### src/rtl/spci_pkg.sv
// Package: register map, field layout and carrier types for port command issue
`default_nettype none
package spci_pkg;

    // ========================================
    // Register offsets (byte addresses)
    localparam logic [7:0] OFF_ERR_RECOVERED = 8'h30;
    localparam logic [7:0] OFF_QUEUED_ACTIVE = 8'h34;
    localparam logic [7:0] OFF_COMMAND_ISSUE = 8'h38;
    localparam logic [7:0] OFF_PORT_CONTROL = 8'h3c;
    localparam logic [7:0] OFF_IRQ_STATUS = 8'h40;
    localparam logic [7:0] OFF_IRQ_MASK = 8'h44;

    // ========================================
    // Field positions
    localparam int ERR_RECOV_DATA_BIT = 0;
    localparam int ERR_RECOV_COMM_BIT = 1;
    localparam int CTRL_RUN_BIT = 0;
    localparam int IRQ_TAG_DONE_BIT = 0;
    localparam int IRQ_SLOT_DONE_BIT = 1;
    localparam int IRQ_RECOV_COMM_BIT = 2;
    localparam int IRQ_RECOV_DATA_BIT = 3;
    localparam int IRQ_WIDTH = 4;

    // ========================================
    // Reset values
    localparam logic [31:0] RST_QUEUED_ACTIVE = 32'h0000_0000;
    localparam logic [31:0] RST_COMMAND_ISSUE = 32'h0000_0000;
    localparam logic [1:0] RST_ERR_RECOVERED = 2'h0;
    localparam logic [3:0] RST_IRQ = 4'h0;
    localparam logic [31:0] READ_UNMAPPED = 32'h0000_0000;

    // ========================================
    // Carrier types
    typedef struct packed {
        logic [7:0] addr;
        logic [31:0] wdata;
        logic wr;
        logic rd;
    } spci_bus_req_type;

    // Received frame event from the transport layer
    typedef struct packed {
        logic sdb_valid;        // Set Device Bits frame, successful
        logic [31:0] sdb_sactive;
        logic reg_clear_valid;  // Frame clearing BSY, DRQ and ERR
        logic [4:0] reg_clear_slot;
    } spci_frame_type;

endpackage
`default_nettype wire

### src/rtl/spci_sync.sv
// Two-stage synchroniser for a level from outside the clock domain
`timescale 1ns/10ps
`default_nettype none
module spci_sync (
    // Clock and reset
    input wire logic mclk,
    input wire logic reset,
    // Level
    input wire logic async_in,
    output logic sync_out
);

    logic meta_q;

    // ========================================
    // First stage is read only by the second
    always_ff @(posedge mclk or posedge reset) begin
        if (reset) begin
            meta_q <= 1'b0;
            sync_out <= 1'b0;
        end else begin
            meta_q <= async_in;
            sync_out <= meta_q;
        end
    end

endmodule
`default_nettype wire

### src/rtl/spci_rise.sv
// Rising-edge detector producing a one-cycle pulse
`timescale 1ns/10ps
`default_nettype none
module spci_rise (
    // Clock and reset
    input wire logic mclk,
    input wire logic reset,
    // Level in, pulse out
    input wire logic level,
    output logic pulse
);

    logic prev_q;

    // ========================================
    // Remember last level; starts high so a level already high at
    // reset release gives no false edge
    always_ff @(posedge mclk or posedge reset) begin
        if (reset) begin
            prev_q <= 1'b1;
        end else begin
            prev_q <= level;
        end
    end

    assign pulse = level & ~prev_q;

endmodule
`default_nettype wire

### src/rtl/spci_port_cmd.sv
// Port command issue and queued-tag tracking with recovered-error bits
`timescale 1ns/10ps
`default_nettype none
module spci_port_cmd #(
    parameter int SLOTS = 32
) (
    // Clock and reset
    input wire logic mclk,
    input wire logic reset,
    // Register port
    input wire logic [7:0] reg_addr,
    input wire logic [31:0] reg_wdata,
    input wire logic reg_wr,
    input wire logic reg_rd,
    output logic [31:0] reg_rdata,
    // Received frames, same clock as the transport layer
    input wire spci_pkg::spci_frame_type frame,
    // Link-side indications
    input wire logic phy_not_ready,
    input wire logic recovered_data_err,
    input wire logic comreset_seen,
    input wire logic drive_soft_reset,
    // Command engine view
    output logic [31:0] issued_slot_bits,
    output logic [31:0] outstanding_tag_bits,
    output logic port_run_control,
    // Interrupt
    output logic irq
);

    // ========================================
    // Declarations
    spci_pkg::spci_bus_req_type req;
    logic [SLOTS-1:0] tags_q;
    logic [SLOTS-1:0] slots_q;
    logic run_q;
    logic run_stop;
    logic [1:0] err_q;
    logic [spci_pkg::IRQ_WIDTH-1:0] irq_stat_q;
    logic [spci_pkg::IRQ_WIDTH-1:0] irq_mask_q;
    logic [spci_pkg::IRQ_WIDTH-1:0] irq_event;
    logic [31:0] rdata_q;
    logic phy_not_ready_s;
    logic phy_ready_rise;
    logic link_lost_q;
    logic comm_recovered;
    logic [SLOTS-1:0] tag_clear;
    logic [SLOTS-1:0] slot_clear;
    logic wr_tags;
    logic wr_slots;
    logic wr_ctrl;
    logic wr_err;
    logic wr_mask;
    logic rd_err;
    logic rd_irq;

    assign req.addr = reg_addr;
    assign req.wdata = reg_wdata;
    assign req.wr = reg_wr;
    assign req.rd = reg_rd;

    // ========================================
    // Write and read decode
    assign wr_tags = req.wr && req.addr == spci_pkg::OFF_QUEUED_ACTIVE;
    assign wr_slots = req.wr && req.addr == spci_pkg::OFF_COMMAND_ISSUE;
    assign wr_ctrl = req.wr && req.addr == spci_pkg::OFF_PORT_CONTROL;
    assign wr_err = req.wr && req.addr == spci_pkg::OFF_ERR_RECOVERED;
    assign wr_mask = req.wr && req.addr == spci_pkg::OFF_IRQ_MASK;
    assign rd_err = req.rd && req.addr == spci_pkg::OFF_ERR_RECOVERED;
    assign rd_irq = req.rd && req.addr == spci_pkg::OFF_IRQ_STATUS;

    // ========================================
    // Link-side readiness comes from another domain
    spci_sync u_sync_phy (
        .mclk(mclk),
        .reset(reset),
        .async_in(phy_not_ready),
        .sync_out(phy_not_ready_s)
    );

    // Return of readiness after a loss
    spci_rise u_rise_ready (
        .mclk(mclk),
        .reset(reset),
        .level(~phy_not_ready_s),
        .pulse(phy_ready_rise)
    );

    // ========================================
    // Run control; clearing it aborts every slot and tag
    always_ff @(posedge mclk or posedge reset) begin
        if (reset) begin
            run_q <= 1'b0;
        end else if (wr_ctrl) begin
            run_q <= req.wdata[spci_pkg::CTRL_RUN_BIT];
        end
    end

    // Only a one-to-zero write counts, not a zero written over zero
    assign run_stop = wr_ctrl && run_q
        && !req.wdata[spci_pkg::CTRL_RUN_BIT];

    // ========================================
    // Completion clears from received frames
    // The transport only flags sdb_valid for successful completions, so
    // failed tags stay set for software recovery
    assign tag_clear = frame.sdb_valid
        ? frame.sdb_sactive[SLOTS-1:0] : '0;

    always_comb begin
        slot_clear = '0;
        if (frame.reg_clear_valid) begin
            slot_clear[frame.reg_clear_slot] = 1'b1;
        end
    end

    // ========================================
    // Queued-active tags; link and drive resets do not touch them
    always_ff @(posedge mclk or posedge reset) begin
        if (reset) begin
            tags_q <= spci_pkg::RST_QUEUED_ACTIVE[SLOTS-1:0];
        end else if (run_stop) begin
            tags_q <= '0;
        end else begin
            // Software set wins over a same-cycle completion clear
            tags_q <= (tags_q & ~tag_clear)
                | (wr_tags ? req.wdata[SLOTS-1:0] : '0);
        end
    end

    // ========================================
    // Command-issue slots
    always_ff @(posedge mclk or posedge reset) begin
        if (reset) begin
            slots_q <= spci_pkg::RST_COMMAND_ISSUE[SLOTS-1:0];
        end else if (run_stop) begin
            slots_q <= '0;
        end else begin
            slots_q <= (slots_q & ~slot_clear)
                | (wr_slots ? req.wdata[SLOTS-1:0] : '0);
        end
    end

    // ========================================
    // Recovered communications: remember a loss until readiness returns
    always_ff @(posedge mclk or posedge reset) begin
        if (reset) begin
            link_lost_q <= 1'b0;
        end else if (phy_not_ready_s) begin
            link_lost_q <= 1'b1;
        end else if (phy_ready_rise) begin
            link_lost_q <= 1'b0;
        end
    end

    // A loss seen before reset or power-up does not count as recovered
    assign comm_recovered = phy_ready_rise & link_lost_q;

    // ========================================
    // Recovered error bits, write one to clear, set wins
    always_ff @(posedge mclk or posedge reset) begin
        if (reset) begin
            err_q <= spci_pkg::RST_ERR_RECOVERED;
        end else begin
            err_q[spci_pkg::ERR_RECOV_COMM_BIT] <= comm_recovered
                | (err_q[spci_pkg::ERR_RECOV_COMM_BIT]
                & ~(wr_err & req.wdata[spci_pkg::ERR_RECOV_COMM_BIT]));
            err_q[spci_pkg::ERR_RECOV_DATA_BIT] <= recovered_data_err
                | (err_q[spci_pkg::ERR_RECOV_DATA_BIT]
                & ~(wr_err & req.wdata[spci_pkg::ERR_RECOV_DATA_BIT]));
        end
    end

    // ========================================
    // Interrupt events
    always_comb begin
        irq_event = '0;
        irq_event[spci_pkg::IRQ_TAG_DONE_BIT] = |(tags_q & tag_clear);
        irq_event[spci_pkg::IRQ_SLOT_DONE_BIT] = |(slots_q & slot_clear);
        irq_event[spci_pkg::IRQ_RECOV_COMM_BIT] = comm_recovered;
        irq_event[spci_pkg::IRQ_RECOV_DATA_BIT] = recovered_data_err;
    end

    // Sticky status, read clears, new event wins
    always_ff @(posedge mclk or posedge reset) begin
        if (reset) begin
            irq_stat_q <= spci_pkg::RST_IRQ;
        end else begin
            irq_stat_q <= irq_event | (rd_irq ? '0 : irq_stat_q);
        end
    end

    // Mask: a one enables the bit onto irq
    always_ff @(posedge mclk or posedge reset) begin
        if (reset) begin
            irq_mask_q <= spci_pkg::RST_IRQ;
        end else if (wr_mask) begin
            irq_mask_q <= req.wdata[spci_pkg::IRQ_WIDTH-1:0];
        end
    end

    assign irq = |(irq_stat_q & irq_mask_q);

    // ========================================
    // Read data, valid in the cycle after the strobe only
    always_ff @(posedge mclk or posedge reset) begin
        if (reset) begin
            rdata_q <= spci_pkg::READ_UNMAPPED;
        end else if (req.rd) begin
            case (req.addr)
                spci_pkg::OFF_QUEUED_ACTIVE: begin
                    rdata_q <= 32'(tags_q);
                end
                spci_pkg::OFF_COMMAND_ISSUE: begin
                    rdata_q <= 32'(slots_q);
                end
                spci_pkg::OFF_PORT_CONTROL: begin
                    rdata_q <= {31'h0000_0000, run_q};
                end
                spci_pkg::OFF_ERR_RECOVERED: begin
                    rdata_q <= {30'h0000_0000, err_q};
                end
                spci_pkg::OFF_IRQ_STATUS: begin
                    rdata_q <= 32'(irq_stat_q);
                end
                spci_pkg::OFF_IRQ_MASK: begin
                    rdata_q <= 32'(irq_mask_q);
                end
                default: begin
                    rdata_q <= spci_pkg::READ_UNMAPPED;
                end
            endcase
        end else begin
            rdata_q <= spci_pkg::READ_UNMAPPED;
        end
    end

    assign reg_rdata = rdata_q;

    // ========================================
    // Command engine view: set slots are ready to send
    assign issued_slot_bits = 32'(slots_q);
    assign outstanding_tag_bits = 32'(tags_q);
    assign port_run_control = run_q;

    // Link and drive resets are noted but deliberately change nothing
    logic unused_resets;
    assign unused_resets = comreset_seen ^ drive_soft_reset
        ^ rd_err;

endmodule
`default_nettype wire

### config.mk
export PLATFORM = sky130hd
export DESIGN_NAME = spci_port_cmd
export DESIGN_NICKNAME = d
export VERILOG_FILES = /design/src/rtl/spci_pkg.sv /design/src/rtl/spci_sync.sv /design/src/rtl/spci_rise.sv /design/src/rtl/spci_port_cmd.sv
export SDC_FILE = /design/constraint.sdc
export NUM_CORES = 1
export LEC_CHECK = 0
export BUFFER_PORTS_ARGS = -buffer_cell sky130_fd_sc_hd__buf_2
export CAP_MARGIN = 20
export CORE_ASPECT_RATIO = 1.1
export CORE_MARGIN = 2
export CORE_UTILIZATION = 25
export DETAILED_ROUTE_END_ITERATION = 8
export GPL_ROUTABILITY_DRIVEN = 0
export PLACE_DENSITY_LB_ADDON = 0.2
export SKIP_LAST_GASP = 1
export SLEW_MARGIN = 25
export SYNTH_ARGS = -nofsm -noshare
export SYNTH_HDL_FRONTEND = slang
export SYNTH_SLANG_ARGS = --single-unit
### constraint.sdc
create_clock -name mclk -period 4.85 [get_ports mclk]
set_input_delay 0.97 -clock mclk [delete_from_list [all_inputs] [get_ports mclk]]
set_output_delay 0.97 -clock mclk [all_outputs]
set_load 0.005 [all_outputs]
==> results.md, run 1 <==
* Hold slack at about 360 ps
* Overall routed net length at between 20 and 25 mm
* Core area at 0.0205 mm2
* Largest net degree at the start of global routing at a little over 80
* CTS buffer count at 9
* Reg2reg start: outstanding_tag_bits[22]
* Gr usage total at 0.188
* Critical Path Start Type: input pin
* Switching Share at 0.258
* Setup WS pre-CTS at roughly 1800 ps
* Worst Path Max Fanout at 32
* Placed Area at roughly 0.0063 mm2
* Final setup margin at approximately 2100 ps
* Required @ worst endpoint at slightly above 5000 ps
* Fin nets at 783
* Clock Skew at 8.13 ps
* Outcome: completed
* #FFs+latches synth at between 100 and 150
* Die height at between 150 and 200 um
* Slew Limit Headroom at 0.410
* Yosys cell types at 39
* Fmax at approximately 370 MHz
* Reg2Reg Depth at 5
* Max-cap check violation count at 0
* Fin crit share at 0.561
* Layout area overhead at 27.1%
* Die footprint at 0.0220 mm2
* RSZ-0062 raised after global routing: no
* Initial Utilization at 0.254
* Commonest non-fill, non-tap cell in the layout: buf_2
* Setup Viol. Count Final at 0
* Initial antenna violation count at 2
* Main synth FF type: dfrtp_1
* Worst Setup EP: issued_slot_bits[18]
* P per Cell Area at about 290 mW/mm2
* Placed Cells at about 940
* Detailed-route via count at 4939
* Sequential power share at 0.508
* Slew at the pin closest to its max-slew limit at approximately 900 ps
* Vias in the first global route at between 5000 and 6000
* Leakage power at ~3.2 nW
* Setup bufs post-CTS at 0
* CTS tree: built
* EDFF count, synth at 0
* Count of buffers from port buffering at about 180
* First drt pass iteration count at 5
* Root Driver: clkbuf_16
* Worst Hold Launch: u_sync_phy.meta_q
* Share of cells above drive strength 1 at 0.324
* Fin Setup TNS at 0 ps
* DRT iter0 DRCs at between 300 and 400
* Gate power share at 0.090
* Final non-filler cell area at between 0.006 and 0.007 mm2
* Post-DP HPWL at about 15 mm
* Reg clk slew, reported paths at roughly 70 ps
* Clock latency on the worst-skew pair at 360 ps
* CP Capture Type: register
* NetSw at around 0.00050 W
* Fin crit period at roughly 2700 ps
* CP startpoint: reg_addr[7]
* Hold-fix buffers, CTS at 0
* DIE WIDTH at between 100 and 150 um
* Post-Synthesis Cell Area at ~0.0052 mm2
* I/O pin count at roughly 190
* Remaining Overflow, GRT at 0
* Deepest level of the CTS H-tree at 3
* Max IR drop VDD at between 0.15 and 0.2 mV
* Global-route wire length before repair at roughly 31 mm
* Clock power frac at 0.403
* RR Endpoint: irq_stat_q[0]
* Final slew viol count at 0
* Wire length per cell at 21.7 um
* Post-route ant nets at 0
* HP Class: register to register
* R2r setup slk at ~3200 ps
* Non-Filler Instances at about 960
* Most frequent cells in the layout: buf_2 (182), dfrtp_1 (110), nand2_1 (77), a22oi_1 (68), nor2_1 (62)
* Syn. warnings at 0
* Final Hold Vio Count at 0
* Num rows at 55
* Sequential fraction of the synthesis area at 0.534
* Share of async-settable or async-resettable flops after synthesis at 1.00
* Gate Count Post-Synth at about 530
* Drt via density at ~5.2
* Post-CTS sizing at 0
* Pint at between 0.001 and 0.0015 W
* Clk buf depth at 2
* Synth Area per Inst at between 9 and 10 um2
* CTS Sinks at ~110
* CP Data Arrival Time at 2990 ps
* Critical path class: input pin to register
* DRC viols at 0
* Syn Nets at between 600 and 700
* Filler cells at ~2200
-- cells in the mapped netlist, types with 4 or more instances --
master	number	area, um2
dfrtp_1	110	2750
clkbuf_1	20	75.1
a22o_1	8	70.1
inv_1	10	37.5
buf_4	12	90.1
nand2_1	77	289
nand4_1	5	31.3
nand3_1	9	45.0
mux2i_1	8	80.1
buf_2	4	20.0
nor3b_1	5	37.5
a21oi_1	38	190
mux2_2	11	124
a221oi_1	8	70.1
o21ai_0	37	185
or3_1	4	25.0
nor2_1	62	233
a22oi_1	68	510
nand3b_1	5	37.5
a21o_1	4	30.0
-- power groups by stage --
stage	registers (W)	logic, W	clock network (W)
2_1_floorplan	0.000982	0.0000788	0
3_3_place_gp	0.000993	0.000172	0
3_5_place_dp	0.000994	0.000174	0
4_1_cts	0.000976	0.000174	0.000795
5_1_grt	0.000978	0.000192	0.000833
6_report	0.000975	0.000172	0.000774
-- worst max-delay path: stages --
cell     delay, ps
buf_2          100
or3_4          440
nor4b_4        260
buf_4          450
and2_0         190
buf_4          340
nand2_1         90
a21oi_1        140
-- cell families (layout without fill, tap and decap cells) --
group / after synthesis / after routing / share of synthesized area
AND/OR/NAND/NOR: 185 / 185 / 0.168
other: 0 / 1 / 0
multiplexers: 19 / 19 / 0.0392
buffers and inverters: 47 / 215 / 0.0435
flip-flops: 111 / 111 / 0.534
AO/OA/AOI/OAI: 171 / 171 / 0.216
-- how the worst min path moves through the flow --
stage | endpoint | depth (start not counted)
after CTS | u_sync_phy.sync_out | 0
final | u_sync_phy.sync_out | 0
after floorplan | u_sync_phy.sync_out | 0
after detailed placement | u_sync_phy.sync_out | 0
after global placement | u_sync_phy.sync_out | 0
after global routing | u_sync_phy.sync_out | 0
-- flip-flops by register name, indices dropped and copies added, names as in the netlist --
register              flops
u_sync_phy.sync_out       1
u_rise_ready.prev_q       1
reg_rdata                32
outstanding_tag_bits     32
link_lost_q               1
u_sync_phy.meta_q         1
issued_slot_bits         32
irq_mask_q                4
port_run_control          1
err_q                     2
irq_stat_q                4
-- area by class of cell --
cell class                 instances  area [um2]  area share
sequential                       111        2780       0.420
timing repair buffer             189         963       0.146
tap                              256         320      0.0484
clock inverter                     6        60.1     0.00908
inverter                          10        42.5     0.00643
clock buffer                      10         239      0.0361
antenna                            1        2.50    0.000378
multi-input combinational        375        2210       0.334
-- layer usage --
metal | GRT usage | vias up | share of wire | wire [um]
met3 | 0.0385 | 28 | 0.053 | 1100
met4 | 0.0643 | 2 | 0.026 | 546
met5 | 0 | - | 0.00063 | 13
met2 | 0.304 | 186 | 0.47 | 9820
met1 | 0.250 | 2466 | 0.45 | 9290
li1 | - | 2257 | - | -
-- per-stage QoR --
stage               utilization  total power (W)
floorplan                     -          0.00106
global placement          0.308          0.00116
detailed placement        0.308          0.00117
CTS                       0.322          0.00194
global route              0.323          0.00200
finish                    0.323          0.00192
Note: power is estimated with default switching activity, not from simulation.
==> inputs of run 2 (changes only) <==
--- a/config.mk
+++ b/config.mk
@@ -5,6 +5,7 @@
 export SDC_FILE = /design/constraint.sdc
 export NUM_CORES = 1
 export LEC_CHECK = 0
+export ABC_AREA = 1
 export BUFFER_PORTS_ARGS = -buffer_cell sky130_fd_sc_hd__buf_2
 export CAP_MARGIN = 20
 export CORE_ASPECT_RATIO = 1.1
==> constraint.sdc (replaced) <==
create_clock -name mclk -period 2.6 [get_ports mclk]
set_input_delay 0.52 -clock mclk [delete_from_list [all_inputs] [get_ports mclk]]
set_output_delay 0.52 -clock mclk [all_outputs]
set_load 0.005 [all_outputs]
==> run 2 against run 1 <==
Compared with the run above:
- critical path depth fell by 3
- register-to-register slack lost 1800 ps
- hold slack worse by 86 ps
- final cell count rose by 41%
- utilization fell by 0.081 points
- flip-flop and latch count is the same
- combinational power up 80%
- sequential share of layout area decreased by 5.4 points
- synthesized cell count is 62% higher
- largest power group unchanged
- wire length fell by 2.2%
- die area rose by 15%
- clock-buffer cell count increased by 3
==> results.md, run 2 <==
* Final setup margin at 756 ps (was 2130 ps)
* CP Data Arrival Time at 1320 ps (was 2990 ps)
* Fin nets at 1129 (was 783)
* HP Class: input pin to register (was register to register)
* Hold-fix buffers, CTS at 0 (unchanged)
* Outcome: completed (unchanged)
* Fmax at 542 MHz
* Main synth FF type: dfrtp_1 (unchanged)
* CTS Sinks at 111 (unchanged)
* Non-Filler Instances at 1353 (was 958)
* Critical path class: register to output pin (was input pin to register)
* Sequential fraction of the synthesis area at 0.463 (was 0.534)
* EDFF count, synth at 0 (unchanged)
* Die footprint at 0.0253 mm2 (was 0.0220 mm2)
* Max stage delay on crit path at 360 ps (was 450 ps)
* Post-DP HPWL at 15.0 mm (was 14.9 mm)
* Root Driver: clkbuf_16 (unchanged)
* Vias in the first global route at 5684 (was 5058)
* Path length in cells of the critical path at 5 (was 8)
* Hold slack at 276 ps (was 362 ps)
* Global-route wire length before repair at 31.6 mm (was 31.1 mm)
* Cells on Worst Hold Path at 1 (was 0)
* Share of async-settable or async-resettable flops after synthesis at 1.00 (unchanged)
* Syn Nets at 949 (was 620)
* Wire length per cell at 15.0 um (was 21.7 um)
* Crit path max-delay family: compound AO/OA/AOI/OAI gates (was simple AND/OR/NAND/NOR gates)
* CP Cell Sequence: inv_1 > o22ai_1 > a21oi_1 > o21ai_0 > buf_2 (was buf_2 > or3_4 > nor4b_4 > buf_4 > and2_0 > buf_4 > nand2_1 > a21oi_1)
* Initial antenna violation count at 2 (unchanged)
* Max IR drop VDD at 0.343 mV (was 0.177 mV)
* Yosys cell types at 23 (was 39)
* DRT iter0 DRCs at 296 (was 347)
* Initial Utilization at 0.254 (about the same)
* Num rows at 59 (was 55)
* Final Hold Vio Count at 0 (unchanged)
* CTS buffer count at 9 (unchanged)
* Reg2Reg Depth at 6 (was 5)
* Layout area overhead at 26.5% (was 27.1%)
* Fin crit period at 1840 ps
* DRC viols at 0 (unchanged)
* Clk buf depth at 2 (unchanged)
* Setup Viol. Count Final at 0 (unchanged)
* I/O pin count at 185 (unchanged)
* Critical Path Start Type: register (was input pin)
* CTS tree: built (unchanged)
* Yosys top cell area share at 0.458 (was 0.529)
* Final slew viol count at 0 (unchanged)
* Fin crit share at 0.709
* Share of cells above drive strength 1 at 0.232 (was 0.324)
* Clock latency on the worst-skew pair at 350 ps (was 360 ps)
* Synth top cells by count: nand2_1 (277), inv_1 (182), dfrtp_1 (110) (was dfrtp_1 (110), nand2_1 (77), a22oi_1 (68))
* Drt via density at 4.27 (was 5.16)
* Crit path buffers/inverters at 2 (was 3)
* Worst Path Max Fanout at 3 (was 32)
* Required @ worst endpoint at 2080 ps (was 5120 ps)
* Placed Cells at 1336 (was 941)
* CP Capture Type: output pin (was register)
* Core area at 0.0236 mm2 (was 0.0205 mm2)
* #FFs+latches synth at 111 (unchanged)
* First drt pass iteration count at 5 (unchanged)
* Largest net degree at the start of global routing at 112 (was 81)
* Top post-synthesis cells by area: dfrtp_1 (46%), nand2_1 (17%), inv_1 (11%) (was dfrtp_1 (53%), a22oi_1 (9.8%), nand2_1 (5.6%))
* Leakage power at 4.32 nW (was 3.19 nW)
* Most frequent cells in the layout: nand2_1 (277), buf_2 (182), inv_1 (181), dfrtp_1 (110), o21ai_0 (85) (was buf_2 (182), dfrtp_1 (110), nand2_1 (77), a22oi_1 (68), nor2_1 (62))
* Slew at the pin closest to its max-slew limit at 804 ps (was 884 ps)
* Post-Synthesis Cell Area at 0.00601 mm2 (was 0.00520 mm2)
* Count leader, synth: nand2_1 (was dfrtp_1)
* Setup bufs post-CTS at 0 (unchanged)
* Fin Setup TNS at 0 ps (unchanged)
* RSZ-0062 raised after global routing: no (unchanged)
* Detailed-route via count at 5778 (was 4939)
* Post-CTS sizing at 0 (unchanged)
* Commonest non-fill, non-tap cell in the layout: nand2_1 (was buf_2)
* P per Cell Area at 480 mW/mm2 (was 290 mW/mm2)
* Gr usage total at 0.164 (was 0.188)
* Final Util at 0.322 (was 0.323)
* Remaining Overflow, GRT at 0 (unchanged)
* Most area-hungry cell type in the Yosys netlist: dfrtp_1 (unchanged)
* Clock Skew at 6.77 ps (was 8.13 ps)
* Syn. warnings at 0 (unchanged)
* Max-cap check violation count at 0 (unchanged)
* Overall routed net length at 20.3 mm (was 20.8 mm)
* Slew Limit Headroom at 0.464 (was 0.410)
* Die height at 167 um (was 155 um)
* Worst path slowest cell: dfrtp_1 (was buf_4)
* Count of buffers from port buffering at 182 (unchanged)
* DIE WIDTH at 152 um (was 142 um)
* Gate Count Post-Synth at 862 (was 533)
* Post-route ant nets at 0 (unchanged)
* Synth Area per Inst at 6.97 um2 (was 9.77 um2)
* Deepest level of the CTS H-tree at 3 (unchanged)
* Reg clk slew, reported paths at 70 ps (about the same)
* Setup WS pre-CTS at 399 ps (was 1760 ps)
[run 2: cell type report]
class / instances / area (um2)
Tap cell: 305 / 382
Clock buffer: 13 / 260
Multi-Input combinational cell: 537 / 2360
Antenna cell: 1 / 2.50
Clock inverter: 3 / 65.1
Inverter: 185 / 698
Timing Repair Buffer: 198 / 1060
Sequential cell: 111 / 2780
Fill cell: 2657 / 16000
[run 2: layer usage]
layer  up-vias  wire length (um)  track usage
met2       142              9860        0.275
li1       2960                 -            -
met3        12              1020       0.0310
met1      2662              9200        0.218
met4         2               215       0.0374
met5         -                13            0
[run 2: worst reg2reg max path: stages, from the launching register on]
cell and delay, ps:
dfrtp_1 410, inv_1 80, o22ai_1 90, nor2_1 140, nand2_1 110, nor2_1 190, o211ai_1 110
[run 2: through the flow]
step           area [um2]  total power [W]
5_1_grt              7600          0.00384
2_1_floorplan        6010          0.00197
3_5_place_dp         7270          0.00215
6_report             7600          0.00365
3_3_place_gp         7270          0.00215
4_1_cts              7600          0.00374
[run 2: path summary, 6_finish.rpt]
| check | from | to | slack [ps] |
|---|---|---|---|
| worst max-delay path | irq_mask_q[3] | irq | 760 |
| worst min-delay path | phy_not_ready | u_sync_phy.meta_q | 280 |
| worst max register to register | outstanding_tag_bits[17] | irq_stat_q[0] | 1340 |
| worst min register to register | u_sync_phy.meta_q | u_sync_phy.sync_out | 350 |
| max in group asynchronous | reset | issued_slot_bits[8] | 1720 |
| min in group asynchronous | reset | u_sync_phy.meta_q | 290 |
[run 2: report_power, final]
| group | internal [W] | switching [W] | total (W) |
|---|---|---|---|
| Sequential | 0.00176 | 0.0000376 | 0.00180 |
| Combinational | 0.000112 | 0.000197 | 0.000309 |
| Clock | 0.000899 | 0.000645 | 0.00154 |
[run 2: cell families (layout without fill, tap and decap cells)]
group                  Yosys count  after routing  synth area share
DFF                            111            111             0.463
AOI/OAI and AO/OA              130            130             0.112
other                            0              1                 0
and+or+nand+nor                407            407             0.279
buffers and inverters          214            399             0.146
==> inputs of run 3 (changes only) <==
--- a/config.mk
+++ b/config.mk
@@ -5,7 +5,7 @@
 export SDC_FILE = /design/constraint.sdc
 export NUM_CORES = 1
 export LEC_CHECK = 0
-export ABC_AREA = 1
+export ABC_AREA = 0
 export BUFFER_PORTS_ARGS = -buffer_cell sky130_fd_sc_hd__buf_2
 export CAP_MARGIN = 20
 export CORE_ASPECT_RATIO = 1.1
==> constraint.sdc (replaced) <==
create_clock -name mclk -period 1.7 [get_ports mclk]
set_input_delay 0.34 -clock mclk [delete_from_list [all_inputs] [get_ports mclk]]
set_output_delay 0.34 -clock mclk [all_outputs]
set_load 0.005 [all_outputs]
==> run 3 against run 2 <==
Compared with the run above:
- clock-buffer cell count is 3 lower
- register-to-register slack worse by 1300 ps
- combinational power is 85% higher
- clock power is 48% higher
- critical path depth is 1 higher
- critical path type is now register to register
- largest power group unchanged
==> results.md, run 3 (synthesis gave the netlist of run 1 again) <==
* Final Util at 0.356 (was 0.322)
* Clk buf depth at 2 (unchanged)
* Deepest level of the CTS H-tree at 3 (unchanged)
* Max stage delay on crit path at 390 ps (was 360 ps)
* I/O pin count at 185 (unchanged)
* Detailed-route via count at 5272 (was 5778)
* Vias in the first global route at 5560 (was 5684)
* Setup Viol. Count Final at 0 (unchanged)
* Critical Path Start Type: register (unchanged)
* Gr usage total at 0.192 (was 0.164)
* Largest net degree at the start of global routing at 66 (was 112)
* Path length in cells of the critical path at 6 (was 5)
* Crit path max-delay family: compound AO/OA/AOI/OAI gates (unchanged)
* Max IR drop VDD at 0.515 mV (was 0.343 mV)
* Worst Setup EP: irq_stat_q[0] (was irq)
* CP Cell Sequence: a22o_1 > a221oi_1 > buf_4 > nand4_1 > o21ai_1 > nand2_1 (was inv_1 > o22ai_1 > a21oi_1 > o21ai_0 > buf_2)
* Die height at 155 um (was 167 um)
* First drt pass iteration count at 5 (unchanged)
* DRT iter0 DRCs at 322 (was 296)
* Required @ worst endpoint at 1930 ps (was 2080 ps)
* CP startpoint: outstanding_tag_bits[9] (was irq_mask_q[3])
* Most frequent cells in the layout: buf_2 (182), dfrtp_1 (110), nand2_1 (77), a22oi_1 (68), buf_4 (67) (was nand2_1 (277), buf_2 (182), inv_1 (181), dfrtp_1 (110), o21ai_0 (85))
* Reg2reg start: outstanding_tag_bits[9] (was outstanding_tag_bits[17])
* Initial antenna violation count at 2 (unchanged)
* Post-DP HPWL at 16.2 mm (was 15.0 mm)
* CTS buffer count at 9 (unchanged)
* Post-route ant nets at 0 (unchanged)
* Root Driver: clkbuf_16 (unchanged)
* Worst Path Max Fanout at 2 (was 3)
* R2r setup slk at 5 ps (was 1340 ps)
* Commonest non-fill, non-tap cell in the layout: buf_2 (was nand2_1)
* Share of cells above drive strength 1 at 0.388 (was 0.232)
* Slew Limit Headroom at 0.747 (was 0.464)
* CTS Sinks at 111 (unchanged)
* Critical path class: register to register (was register to output pin)
* Filler cells at 2154 (was 2657)
* Overall routed net length at 21.4 mm (was 20.3 mm)
* DRC viols at 0 (unchanged)
* Reg2Reg Depth at 6 (unchanged)
* Remaining Overflow, GRT at 0 (unchanged)
* Fin crit period at approximately 1700 ps
* DIE WIDTH at 142 um (was 152 um)
* FF/Latch Area at 0.00278 mm2 (unchanged)
* Max-cap check violation count at 0 (unchanged)
* CP Data Arrival Time at 1930 ps (was 1320 ps)
* P per Cell Area at 771 mW/mm2 (was 480 mW/mm2)
* Outcome: completed (unchanged)
* Worst path slowest cell: dfrtp_1 (unchanged)
* Fin Setup TNS at 0 ps (unchanged)
* Fmax at roughly 590 MHz
* Layout area overhead at 40.2% (was 26.5%)
* Drt via density at 5.12 (was 4.27)
* RR Endpoint: irq_stat_q[0] (unchanged)
* Fin nets at 853 (was 1129)
* Clock latency on the worst-skew pair at 350 ps (about the same)
* Global-route wire length before repair at 32.1 mm (was 31.6 mm)
* Leakage power at 3.57 nW (was 4.32 nW)
* Wire length per cell at 20.8 um (was 15.0 um)
* Final Hold Vio Count at 0 (unchanged)
* Slew at the pin closest to its max-slew limit at 379 ps (was 804 ps)
* Count of buffers from port buffering at 182 (unchanged)
* Die footprint at 0.0220 mm2 (was 0.0253 mm2)
* Hold-fix buffers, CTS at 0 (unchanged)
* Num rows at 55 (was 59)
* RSZ-0062 raised after global routing: yes (was no)
* Final slew viol count at 0 (unchanged)
* Fin crit share at 0.997
* HP Class: input pin to async pin (was input pin to register)
* Core area at 0.0205 mm2 (was 0.0236 mm2)
* Reg clk slew, reported paths at 70 ps (about the same)
* Multi-input logic area at 0.00222 mm2 (was 0.00236 mm2)
* Crit path buffers/inverters at 1 (was 2)
* CP Capture Type: register (was output pin)
* Clock Skew at 8.89 ps (was 6.77 ps)
* Initial Utilization at 0.254 (about the same)
* CTS tree: built (unchanged)
-- run 3: cell types whose count changed in the layout (fill, tap and decap cells not counted), sizes merged, moves of 36 or more --
cell / change
nand2: -202
a21oi: +36
o21ai: -75
buf: +60
a22oi: +68
inv: -175
-- run 3: worst min-delay path by stage --
stage,endpoint,slack [ps]
finish,reg_rdata[8],70
global route,u_sync_phy.meta_q,60
CTS,u_sync_phy.meta_q,70
detailed placement,u_sync_phy.sync_out,340
global placement,u_sync_phy.sync_out,340
floorplan,u_sync_phy.sync_out,330
-- run 3: where the power goes --
| group | switching, W | internal, W | total (W) |
|---|---|---|---|
| Clock | 0.000994 | 0.00129 | 0.00228 |
| Combinational | 0.000322 | 0.000250 | 0.000571 |
| Sequential | 0.0000718 | 0.00270 | 0.00277 |
-- run 3: final cells by class --
type                       count  share of cell area
antenna                        2            0.000686
inverter                      10             0.00566
tap                          256              0.0439
timing repair buffer         259               0.222
clock inverter                 6              0.0117
clock buffer                  10              0.0314
sequential                   111               0.381
multi-input combinational    375               0.304
-- run 3: worst min-delay path, cell delays in order --
cell and delay (ps):
buf_2 110, clkinvlp_4 100, buf_12 240
-- run 3: per-layer routing --
| metal | wire (um) | global-route usage | part of all wire |
|---|---|---|---|
| met1 | 9290 | 0.249 | 0.43 |
| met3 | 1290 | 0.0412 | 0.060 |
| met4 | 484 | 0.0619 | 0.023 |
| met2 | 10300 | 0.321 | 0.48 |
| met5 | 0 | 0 | 0 |
-- run 3: per-stage QoR --
stage                     setup slack [ps]  cell area, um2  cells  total power (W)  hold WS, ps
final                                 5.50            7300   1029          0.00563         68.8
after global routing                 -23.1            7300   1028          0.00587         63.6
after CTS                             12.6            7260   1026          0.00571         72.0
after detailed placement              -367            6950   1010          0.00340          336
after global placement                -284            6950   1010          0.00339          336
after floorplan                      -42.0            5220    533          0.00303          331
-- run 3: repair_timing --
| action | 4_1_cts | 5_1_grt |
|---|---|---|
| pin swaps | 0 | 2 |
| resized for setup | 1 | 3 |
| setup buffers | 0 | 1 |
| gates cloned | 0 | 1 |
| setup endpoints to repair | 1 | 59 |
